`src/rtl/smic_defines.svh`:
```
`ifndef SMIC_DEFINES_SVH
`define SMIC_DEFINES_SVH
`define SMIC_CNT_W 16
`define SMIC_CNT_RST 16'h0000
`define SMIC_MODE_RST 3'h0
`endif

```
`src/rtl/smic_pkg.sv`:
```
package smic_pkg;
  typedef enum logic [2:0] {
    SMIC_M0_TERM_INT,
    SMIC_M1_ONESHOT,
    SMIC_M2_RATE,
    SMIC_M3_SQUARE,
    SMIC_M4_SW_STROBE,
    SMIC_M5_HW_STROBE
  } smic_mode_t;
  typedef struct packed {
    logic modeWr;
    smic_mode_t mode;
    logic countWr;
    logic [15:0] count;
  } smic_cmd_t;
endpackage

```
`src/rtl/smic_counter.sv`:
```
`timescale 1ns/100ps
`include "smic_defines.svh"
// Behaviour
// - in mode 0 the output drops when the mode is written and counting runs only while gate is high.
// - in mode 0 the output rises at terminal count and stays high until a new mode is written.
// - in mode 1 the output drops on the count tick after a gate rising edge and rises at terminal count.
// - in mode 2 the output goes low for exactly one tick per cycle and is high otherwise.
// - in mode 2 low pulses are spaced by the loaded count, reloading automatically.
// - in mode 3 the output is a square wave, high for half the count and low for the other half.
// - in mode 4 the output starts high and counting runs only while gate is high.
// - in mode 4 at terminal count the output goes low for one tick and then returns high.
// - mode 5 acts like mode 4 but counting starts on a gate rising edge.
module smic_counter #(
  parameter int CNT_W = `SMIC_CNT_W
) (
  input wire logic clk,
  input wire logic resetn,
  input wire logic cntTick,
  input wire logic gateIn,
  input wire smic_pkg::smic_cmd_t cmd,
  output logic outPin,
  output logic terminalCount
);
  import smic_pkg::*;

  // ************************************
  // state
  // ************************************
  smic_mode_t mode_ff;
  logic [CNT_W-1:0] load_ff, cnt_ff;
  logic armed_ff, running_ff, gate_ff, trig_ff, out_ff, tc_ff;
  logic gateRise, cntEn, atOne;

  assign gateRise = gateIn & ~gate_ff;
  assign atOne = (cnt_ff == CNT_W'(1));
  always_comb begin
    cntEn = 1'b0;
    case (mode_ff)
      SMIC_M0_TERM_INT, SMIC_M4_SW_STROBE: cntEn = running_ff & gateIn;
      SMIC_M2_RATE, SMIC_M3_SQUARE: cntEn = running_ff;
      SMIC_M1_ONESHOT, SMIC_M5_HW_STROBE: cntEn = running_ff & trig_ff;
      default: cntEn = 1'b0;
    endcase
  end

  // ************************************
  // gate edge capture
  // ************************************
  always_ff @(posedge clk) begin
    if (!resetn) begin
      gate_ff <= 1'b0;
    end else begin
      gate_ff <= gateIn;
    end
  end

  // pending trigger for edge-started modes, served at the next tick
  always_ff @(posedge clk) begin
    if (!resetn || cmd.modeWr) begin
      trig_ff <= 1'b0;
    end else if (gateRise && armed_ff) begin
      trig_ff <= 1'b1;
    end else if (cntTick && cntEn && atOne) begin
      trig_ff <= 1'b0;
    end
  end

  // ************************************
  // mode and load
  // ************************************
  always_ff @(posedge clk) begin
    if (!resetn) begin
      mode_ff <= smic_mode_t'(`SMIC_MODE_RST);
      load_ff <= CNT_W'(`SMIC_CNT_RST);
      armed_ff <= 1'b0;
    end else begin
      if (cmd.modeWr) begin
        mode_ff <= cmd.mode;
        armed_ff <= 1'b0;
      end
      if (cmd.countWr && !cmd.modeWr) begin
        load_ff <= cmd.count[CNT_W-1:0];
        armed_ff <= 1'b1;
      end
    end
  end

  // ************************************
  // down counter
  // ************************************
  always_ff @(posedge clk) begin
    if (!resetn || cmd.modeWr) begin
      cnt_ff <= CNT_W'(`SMIC_CNT_RST);
      running_ff <= 1'b0;
    end else if (cmd.countWr) begin
      cnt_ff <= cmd.count[CNT_W-1:0];
      running_ff <= 1'b1;
    end else if (running_ff && trig_ff && gateRise && (mode_ff == SMIC_M1_ONESHOT ||
                 mode_ff == SMIC_M5_HW_STROBE)) begin
      // gate edge mid-count restarts the shot from the loaded value
      cnt_ff <= load_ff;
    end else if (cntTick && cntEn) begin
      if (mode_ff == SMIC_M3_SQUARE) begin
        // two per tick, reload at the half point
        if (cnt_ff <= CNT_W'(2)) begin
          cnt_ff <= load_ff;
        end else begin
          cnt_ff <= cnt_ff - CNT_W'(2);
        end
      end else if (atOne) begin
        case (mode_ff)
          SMIC_M2_RATE: cnt_ff <= load_ff;
          SMIC_M1_ONESHOT, SMIC_M5_HW_STROBE: cnt_ff <= load_ff;
          default: begin
            cnt_ff <= '0;
            running_ff <= 1'b0;
          end
        endcase
      end else begin
        cnt_ff <= cnt_ff - CNT_W'(1);
      end
    end
  end

  // ************************************
  // output
  // ************************************
  always_ff @(posedge clk) begin
    if (!resetn) begin
      out_ff <= 1'b1;
      tc_ff <= 1'b0;
    end else if (cmd.modeWr) begin
      out_ff <= (cmd.mode != SMIC_M0_TERM_INT);
      tc_ff <= 1'b0;
    end else begin
      tc_ff <= cntTick && cntEn && atOne;
      case (mode_ff)
        SMIC_M0_TERM_INT: begin
          if (cntTick && cntEn && atOne) out_ff <= 1'b1;
        end
        SMIC_M1_ONESHOT: begin
          if (cntTick && cntEn) out_ff <= atOne;
        end
        SMIC_M2_RATE: begin
          if (cntTick && cntEn) out_ff <= (cnt_ff != CNT_W'(2));
        end
        SMIC_M3_SQUARE: begin
          if (cmd.countWr) out_ff <= 1'b1;
          else if (cntTick && cntEn && cnt_ff <= CNT_W'(2)) out_ff <= ~out_ff;
        end
        SMIC_M4_SW_STROBE, SMIC_M5_HW_STROBE: begin
          if (cntTick) out_ff <= ~(cntEn && atOne);
        end
        default: out_ff <= 1'b1;
      endcase
    end
  end

  assign outPin = out_ff;
  assign terminalCount = tc_ff;

  // ************************************
  // checks
  // ************************************
  mode0_low_a: assert property (@(posedge clk) disable iff (!resetn)
    cmd.modeWr && cmd.mode == SMIC_M0_TERM_INT |=> !outPin)
    else $error("mode 0 write did not drop output");
  mode0_hold_a: assert property (@(posedge clk) disable iff (!resetn)
    mode_ff == SMIC_M0_TERM_INT && outPin && !cmd.modeWr |=> outPin)
    else $error("mode 0 output fell after terminal count");
  mode0_gate_a: assert property (@(posedge clk) disable iff (!resetn)
    mode_ff == SMIC_M0_TERM_INT && !gateIn && !cmd.modeWr && !cmd.countWr |=> $stable(cnt_ff))
    else $error("mode 0 counted with gate low");
  mode4_start_a: assert property (@(posedge clk) disable iff (!resetn)
    cmd.modeWr && cmd.mode == SMIC_M4_SW_STROBE |=> outPin)
    else $error("mode 4 did not start high");
  strobe_one_a: assert property (@(posedge clk) disable iff (!resetn)
    mode_ff == SMIC_M4_SW_STROBE && !cmd.modeWr && cntTick && cntEn && atOne |=> !outPin)
    else $error("mode 4 strobe missing");
  rate_pulse_a: assert property (@(posedge clk) disable iff (!resetn)
    mode_ff == SMIC_M2_RATE && !cmd.modeWr && !cmd.countWr && cntTick && cntEn &&
    cnt_ff == CNT_W'(2) |=> !outPin)
    else $error("mode 2 pulse missing");
  rate_reload_a: assert property (@(posedge clk) disable iff (!resetn)
    mode_ff == SMIC_M2_RATE && !cmd.modeWr && !cmd.countWr && cntTick && cntEn && atOne
    |=> cnt_ff == load_ff)
    else $error("mode 2 did not reload");
  tick_dec_a: assert property (@(posedge clk) disable iff (!resetn)
    mode_ff == SMIC_M4_SW_STROBE && !cmd.modeWr && !cmd.countWr && cntTick && cntEn &&
    cnt_ff > CNT_W'(1) |=> cnt_ff == $past(cnt_ff) - CNT_W'(1))
    else $error("count did not drop by one");

  // ************************************
  // checks for edge-started, square and strobe modes, and mode 0 terminal count
  // ************************************
  oneshot_low_a: assert property (@(posedge clk) disable iff (!resetn)
    mode_ff == SMIC_M1_ONESHOT && !cmd.modeWr && !cmd.countWr && cntTick && cntEn &&
    !atOne |=> !outPin)
    else $error("mode 1 output not low while counting");
  oneshot_high_a: assert property (@(posedge clk) disable iff (!resetn)
    mode_ff == SMIC_M1_ONESHOT && !cmd.modeWr && cntTick && cntEn && atOne |=> outPin)
    else $error("mode 1 output not high at terminal count");
  retrig_reload_a: assert property (@(posedge clk) disable iff (!resetn)
    (mode_ff == SMIC_M1_ONESHOT || mode_ff == SMIC_M5_HW_STROBE) && running_ff && trig_ff &&
    gateRise && !cmd.modeWr && !cmd.countWr |=> cnt_ff == load_ff)
    else $error("gate edge did not restart the count");
  square_toggle_a: assert property (@(posedge clk) disable iff (!resetn)
    mode_ff == SMIC_M3_SQUARE && !cmd.modeWr && !cmd.countWr && cntTick && running_ff &&
    cnt_ff <= CNT_W'(2) |=> outPin != $past(outPin))
    else $error("mode 3 output did not flip at half count");
  square_hold_a: assert property (@(posedge clk) disable iff (!resetn)
    mode_ff == SMIC_M3_SQUARE && !cmd.modeWr && !cmd.countWr && !cntTick
    |=> $stable(outPin))
    else $error("mode 3 output moved without a tick");
  hw_wait_a: assert property (@(posedge clk) disable iff (!resetn)
    mode_ff == SMIC_M5_HW_STROBE && !trig_ff && !cmd.modeWr && !cmd.countWr
    |=> $stable(cnt_ff))
    else $error("mode 5 counted before a gate edge");
  strobe_return_a: assert property (@(posedge clk) disable iff (!resetn)
    mode_ff == SMIC_M4_SW_STROBE && !outPin && !running_ff && !cmd.modeWr && cntTick
    |=> outPin)
    else $error("mode 4 strobe longer than one tick");
  tc_out_a: assert property (@(posedge clk) disable iff (!resetn)
    mode_ff == SMIC_M0_TERM_INT && terminalCount |-> outPin)
    else $error("mode 0 output low at terminal count");
endmodule // smic_counter

```
`config.mk`:
```
export PLATFORM = sky130hd
export DESIGN_NAME = smic_counter
export DESIGN_NICKNAME = d
export VERILOG_FILES = /design/src/rtl/smic_pkg.sv /design/src/rtl/smic_counter.sv
export VERILOG_INCLUDE_DIRS = /design/src /design/src/rtl
export SDC_FILE = /design/constraint.sdc
export NUM_CORES = 1
export LEC_CHECK = 0
export BUFFER_PORTS_ARGS = -buffer_cell sky130_fd_sc_hd__buf_2
export CAP_MARGIN = 5
export CORE_MARGIN = 1
export CORE_UTILIZATION = 30
export DETAILED_ROUTE_END_ITERATION = 10
export GPL_ROUTABILITY_DRIVEN = 0
export PLACE_DENSITY = 0.51
export SLEW_MARGIN = 10
export SYNTH_ARGS = -nofsm -noshare
export SYNTH_HDL_FRONTEND = slang
export SYNTH_SLANG_ARGS = --single-unit
```
`constraint.sdc`:
```
create_clock -name clk -period 2.35 [get_ports clk]
set_input_delay 0.705 -clock clk [delete_from_list [all_inputs] [get_ports clk]]
set_output_delay 0.705 -clock clk [all_outputs]
set_load 0.02 [all_outputs]
```
Word level (Yosys, flattened, before mapping)
Cells that the tools add are included.
{"block": "word_totals", "out_inout_bits": 2, "reg_bits": 41}
{"block": "op_classes", "eq_ne": 15, "add_sub_neg": 2, "magnitude_cmp": 1, "n_bitwise": 7, "muxes": 26, "n_reduce_logical": 28}
{"cell": "16-bit 2-to-1 mux", "count": 7}
{"cell": "1-bit 2-to-1 mux", "count": 17}
{"cell": "16-bit by 1-bit == test with 1-bit output, second input constant", "count": 1}
{"cell": "16-bit by 2-bit less-or-equal comparator with 1-bit output, second input constant", "count": 1}
{"cell": "16-bit by 2-bit != test with 1-bit output, second input constant", "count": 1}
{"cell": "16-bit by 1-bit subtractor with 16-bit output, second input constant", "count": 1}
{"cell": "16-bit by 2-bit subtractor with 16-bit output, second input constant", "count": 1}
{"cell": "3-bit != test, second input constant", "count": 4}
{"cell": "5-bit AND reduction", "count": 2}
{"cell": "2-bit OR reduction", "count": 5}
{"cell": "1-bit logical AND", "count": 9}
{"cell": "2-bit nonzero test", "count": 4}
{"cell": "3-bit by 2-bit == test with 1-bit output, second input constant", "count": 2}
{"cell": "3-bit == test, second input constant", "count": 2}
{"cell": "3-bit nonzero test", "count": 2}
{"cell": "1-bit case mux with 5 select lines", "count": 1}
{"cell": "2-bit != test, second input constant", "count": 2}
{"cell": "4-bit by 3-bit != test with 1-bit output, second input constant", "count": 1}
{"cell": "1-bit inverter", "count": 4}
{"cell": "1-bit AND", "count": 3}
{"cell": "3-bit by 1-bit == test with 1-bit output, second input constant", "count": 1}
{"cell": "3-bit logical NOT", "count": 1}
{"cell": "1-bit case mux with 3 select lines", "count": 1}
{"cell": "3-bit OR reduction", "count": 1}
{"cell": "other kinds (3)", "count": 5}

Logic depth before layout (Yosys ltp)
{"block": "logic_depth", "depth_word": 9, "depth_mapped": 9, "depth_no_buf": 8}

Worst setup path before layout
Ideal clock, no wire load.
{"block": "synth_path", "path_type": "reg-to-reg", "startpoint": "reg cnt_ff[1]", "endpoint": "reg cnt_ff[11]", "arrival_ns": 2.191, "path_stages_with_launch": 9, "required_time_ns": 2.222, "path_slack_ns": 0.031, "cell_sequence": "dfxtp_1 -> inv_1 -> ha_1 -> or4b_1 -> nor4b_1 -> xnor2_1 -> nor2_1 -> a2111oi_1 -> nor2_1"}
{"block": "synth_between", "elab_chain_len": 6, "word_cells_on_any_way": 10}
{"item": "from (decl)", "line": "smic_counter.sv:30", "source": "logic [CNT_W-1:0] load_ff, cnt_ff;"}
{"item": "from (signal assigned)", "line": "smic_counter.sv:93", "source": "cnt_ff <= CNT_W'(`SMIC_CNT_RST);"}
{"item": "from (signal assigned)", "line": "smic_counter.sv:96", "source": "cnt_ff <= cmd.count[CNT_W-1:0];"}
{"item": "from (signal assigned)", "line": "smic_counter.sv:101", "source": "cnt_ff <= load_ff;"}
{"item": "16-bit by 1-bit subtractor with 16-bit output (tied with other cells)", "line": "smic_counter.sv:120", "source": "cnt_ff <= cnt_ff - CNT_W'(1);"}
{"item": "16-bit 2-to-1 mux, on equally long branches", "line": "smic_counter.sv:110, smic_counter.sv:105"}
{"item": "16-bit 2-to-1 mux *", "line": "smic_counter.sv:103", "source": "if (mode_ff == SMIC_M3_SQUARE) begin"}
{"item": "16-bit 2-to-1 mux *", "line": "smic_counter.sv:102", "source": "end else if (cntTick && cntEn) begin"}
{"item": "16-bit 2-to-1 mux *", "line": "smic_counter.sv:98", "source": "end else if (running_ff && trig_ff && gateRise && (mode_ff == SMIC_M1_ONESHOT ||"}
{"item": "16-bit 2-to-1 mux *", "line": "smic_counter.sv:95", "source": "end else if (cmd.countWr) begin"}
Every way passes the cells marked *; elsewhere a longest branch is shown, timed or not. The select of a mux whose other input is x is not followed.
A chain may end at the register's enable or synchronous reset.

Final worst setup path
{"block": "layout_path", "startpoint": "reg cnt_ff[2]", "endpoint": "reg cnt_ff[11]"}
The elaborated chain is that of the path after synthesis.

==> metrics.log <==
INFO  metric post-synth-top-count-cell = sky130_fd_sc_hd__nand2_1
INFO  metric ys_dominant_reg_cell = sky130_fd_sc_hd__dfxtp_1
INFO  metric final.period_utilization = 0.934
INFO  metric wire_per_inst = 16.3 um
INFO  metric die_width = 102 um
INFO  metric ys_seq_elements = 41
INFO  metric top_regs = cnt_ff x16, load_ff x16, mode_ff x3
INFO  metric global_route.overflow_total = 0
INFO  metric status = complete, no violations
INFO  metric netlist.area_leader.share = 0.274
INFO  metric critical_path.max_stage_delay = 0.50 ns
INFO  metric detailedPlacementHpwl = 7200 um
INFO  metric setup.worst_path.start_class = flip-flop
INFO  metric die-area = 10400 um^2
INFO  metric synth_area = 3000 um^2
INFO  metric totalWireLength = 9540 um
INFO  metric setup_viol_count_final = 0
INFO  metric first_iter_violations = 157
INFO  metric numPortBuffers = 26
INFO  metric diodes_inserted = 0
INFO  metric htree_levels = 2
INFO  metric cts_tree = built
INFO  metric drive_above_1_share = 0.211
INFO  metric finalCoreUtilization = 0.370
INFO  metric clock_tree.root_cell = sky130_fd_sc_hd__clkbuf_8
INFO  metric fill_cell_count = 1105
INFO  metric number_of_antenna_violations_at_the_first_check_in_global_routing = 0
INFO  metric worstMarginPinSlew = 0.507 ns
INFO  metric grt_start_max_net_pins = 24
INFO  metric ctsHoldBuffers = 0
INFO  metric power-per-cell-area = 511 nW/um^2
INFO  metric crit_fanout = 4
INFO  metric postSynthCellCount = 404
INFO  metric io-pin-count = 27
INFO  metric p_leak = 1.41 nW
INFO  metric yosysSeqAreaShare = 0.274
INFO  metric min_period = 2.20 ns
INFO  metric timing.critical_path.max_delay_family = simple AND/OR/NAND/NOR gates
INFO  metric numClockSinks = 41
INFO  metric yosysTopAreaCell = sky130_fd_sc_hd__dfxtp_1
INFO  metric start_util = 0.308
INFO  metric finClkSkew = 0.00892 ns
INFO  metric critPathMostFrequentCell = sky130_fd_sc_hd__nor2_1
INFO  metric ys_top_cells_by_area = sky130_fd_sc_hd__dfxtp_1, sky130_fd_sc_hd__nand2_1, sky130_fd_sc_hd__nor2_1
INFO  metric synth_commonest_cells = sky130_fd_sc_hd__nand2_1, sky130_fd_sc_hd__dfxtp_1, sky130_fd_sc_hd__nor2_1, sky130_fd_sc_hd__a21oi_1, sky130_fd_sc_hd__clkbuf_1
INFO  metric slew_violations = 0
INFO  metric placementRows = 36
INFO  metric syn-mean-instance-area = 7.43 um^2
INFO  metric synth_edf_count = 0
INFO  metric number_of_max_capacitance_violations_reported = 0
INFO  metric ctsLongestPathBuffers = 2
INFO  metric power.ir.vdd_worst = 0.254 mV
INFO  metric routed-via-count = 3015
INFO  metric crit_path_end_kind = flip-flop
INFO  metric worstPathCellList = inv_1 -> ha_1 -> or4b_1 -> buf_4 -> nor3_2 -> xnor2_1 -> nor2_1 -> a2111oi_1 -> nor2_1
INFO  metric first_pass_grt_wire_length = 15100 um
INFO  metric synthArstFlopShare = 0
INFO  metric total_power = 1.84 mW
INFO  metric synth.distinct_cells = 61
INFO  metric viasPerCell = 5.16
INFO  metric yosysWarnings = 0
INFO  metric required = 2.55 ns
INFO  metric cts.reportedPaths.clkPinSlew = 0.09 ns
INFO  metric regArea = 821 um^2
INFO  metric global_route.usage.total = 0.192
INFO  metric timing.hold.worst.class = flip-flop to flip-flop
INFO  metric clock.fmax = 0.456 GHz
INFO  metric critical_path_class = flip-flop to flip-flop
INFO  metric synthToLayoutAreaGrowth = 19.9%
INFO  metric final.hold.worst_slack = 0.477 ns
INFO  metric drt-pass1-iter-count = 4
INFO  metric core-area = 9730 um^2
INFO  metric chipHeight = 102 um
INFO  metric syn-num-nets = 434
INFO  metric multi_input_area = 2020 um^2
INFO  metric dp_slack = -0.0980 ns
INFO  metric slew-limit-headroom = 0.662
INFO  metric route.detailed.drc = 0
INFO  metric number_of_global_route_vias_before_repair = 2837
INFO  metric drt.antenna.violating_nets = 0
INFO  metric finalWorstSetupSlack = 0.155 ns
INFO  metric insertion_delay = 0.31 ns
INFO  metric final_nets = 480
INFO  metric hold_viol_final = 0
INFO  metric critPathBufInv = 2
INFO  metric critical_path.slowest_cell = sky130_fd_sc_hd__or4b_1
INFO  metric worstPathArrival = 2.40 ns
INFO  metric number_of_buffers_added_by_the_clock_tree_synthesis_step = 5
==> through the flow <==
step / instances / instance area [um^2] / TNS (ns)
after floorplan: 404 / 3000 / 0
after global placement: 576 / 3490 / -0.0317
after detailed placement: 576 / 3490 / -0.578
after CTS: 584 / 3580 / 0
after global routing: 584 / 3600 / -0.0189
final: 584 / 3600 / 0
==> worst reg2reg max path: stages, from the launching register on <==
cell and delay [ns]:
sky130_fd_sc_hd__dfxtp_1 0.36, sky130_fd_sc_hd__inv_1 0.09, sky130_fd_sc_hd__ha_1 0.16, sky130_fd_sc_hd__or4b_1 0.51
sky130_fd_sc_hd__buf_4 0.19, sky130_fd_sc_hd__nor3_2 0.16, sky130_fd_sc_hd__xnor2_1 0.14, sky130_fd_sc_hd__nor2_1 0.06
sky130_fd_sc_hd__a2111oi_1 0.34, sky130_fd_sc_hd__nor2_1 0.09
==> per-layer routing <==
metal  global-route usage  up-vias  share of wire
li1                     -     1548              -
met1                0.252     1407           0.47
met2                0.319       52           0.47
met3               0.0356        8          0.043
met4               0.0615        0          0.014
met5                    0        -              0
==> cell usage in the layout, fill, tap and decap left out, types with 12 or more instances in the layout <==
cell                       netlist  layout
sky130_fd_sc_hd__a21boi_0       17      17
sky130_fd_sc_hd__a21oi_1        24      24
sky130_fd_sc_hd__buf_2           4      26
sky130_fd_sc_hd__buf_4           2      44
sky130_fd_sc_hd__dfxtp_1        41      41
sky130_fd_sc_hd__nand2_1        62      62
sky130_fd_sc_hd__nor2_1         39      38
sky130_fd_sc_hd__nor3_1         15      14
sky130_fd_sc_hd__o21ai_0        21      21
sky130_fd_sc_hd__xnor2_1        12      12
sky130_fd_sc_hd__xor2_1         12      12
==> worst paths after layout <==
kind / start / to / slack (ns) / cells past startpoint
setup / recovery: cnt_ff[2] / cnt_ff[11] / 0.15 / 9
hold reg to reg: armed_ff / armed_ff / 0.48 / 2
hold / removal: armed_ff / armed_ff / 0.48 / 2
setup reg to reg: cnt_ff[2] / cnt_ff[11] / 0.15 / 9
==> report_power, final <==
| group | internal, mW | switching [mW] |
|---|---|---|
| Sequential | 0.727 | 0.0424 |
| Combinational | 0.255 | 0.320 |
| Clock | 0.206 | 0.288 |
==> cell families (layout without fill, tap and decap cells) <==
logic type,count (synthesis),in the layout,share of synthesized area
DFF,41,41,0.274
adders and majority gates,5,5,0.0209
and+or+nand+nor,176,176,0.298
xor gates and xnor gates,24,24,0.0701
muxes,5,5,0.0171
AOI/OAI and AO/OA,115,115,0.261
buffers and inverters,38,85,0.0592
==> cell type report <==
class	instances	share of cell area
inverters	6	0.00626
flip-flops and latches	41	0.228
multi-input cells	325	0.562
well taps	133	0.0462
clock inverters	3	0.00487
clock buffers	5	0.0191
repair buffers	71	0.134
==> timing repair <==
action                                  CTS  global route
buffers inserted                          0             0
endpoints found under the setup margin    1             3
resized for setup                         1             4
Note: power is estimated with default switching activity, not from simulation.
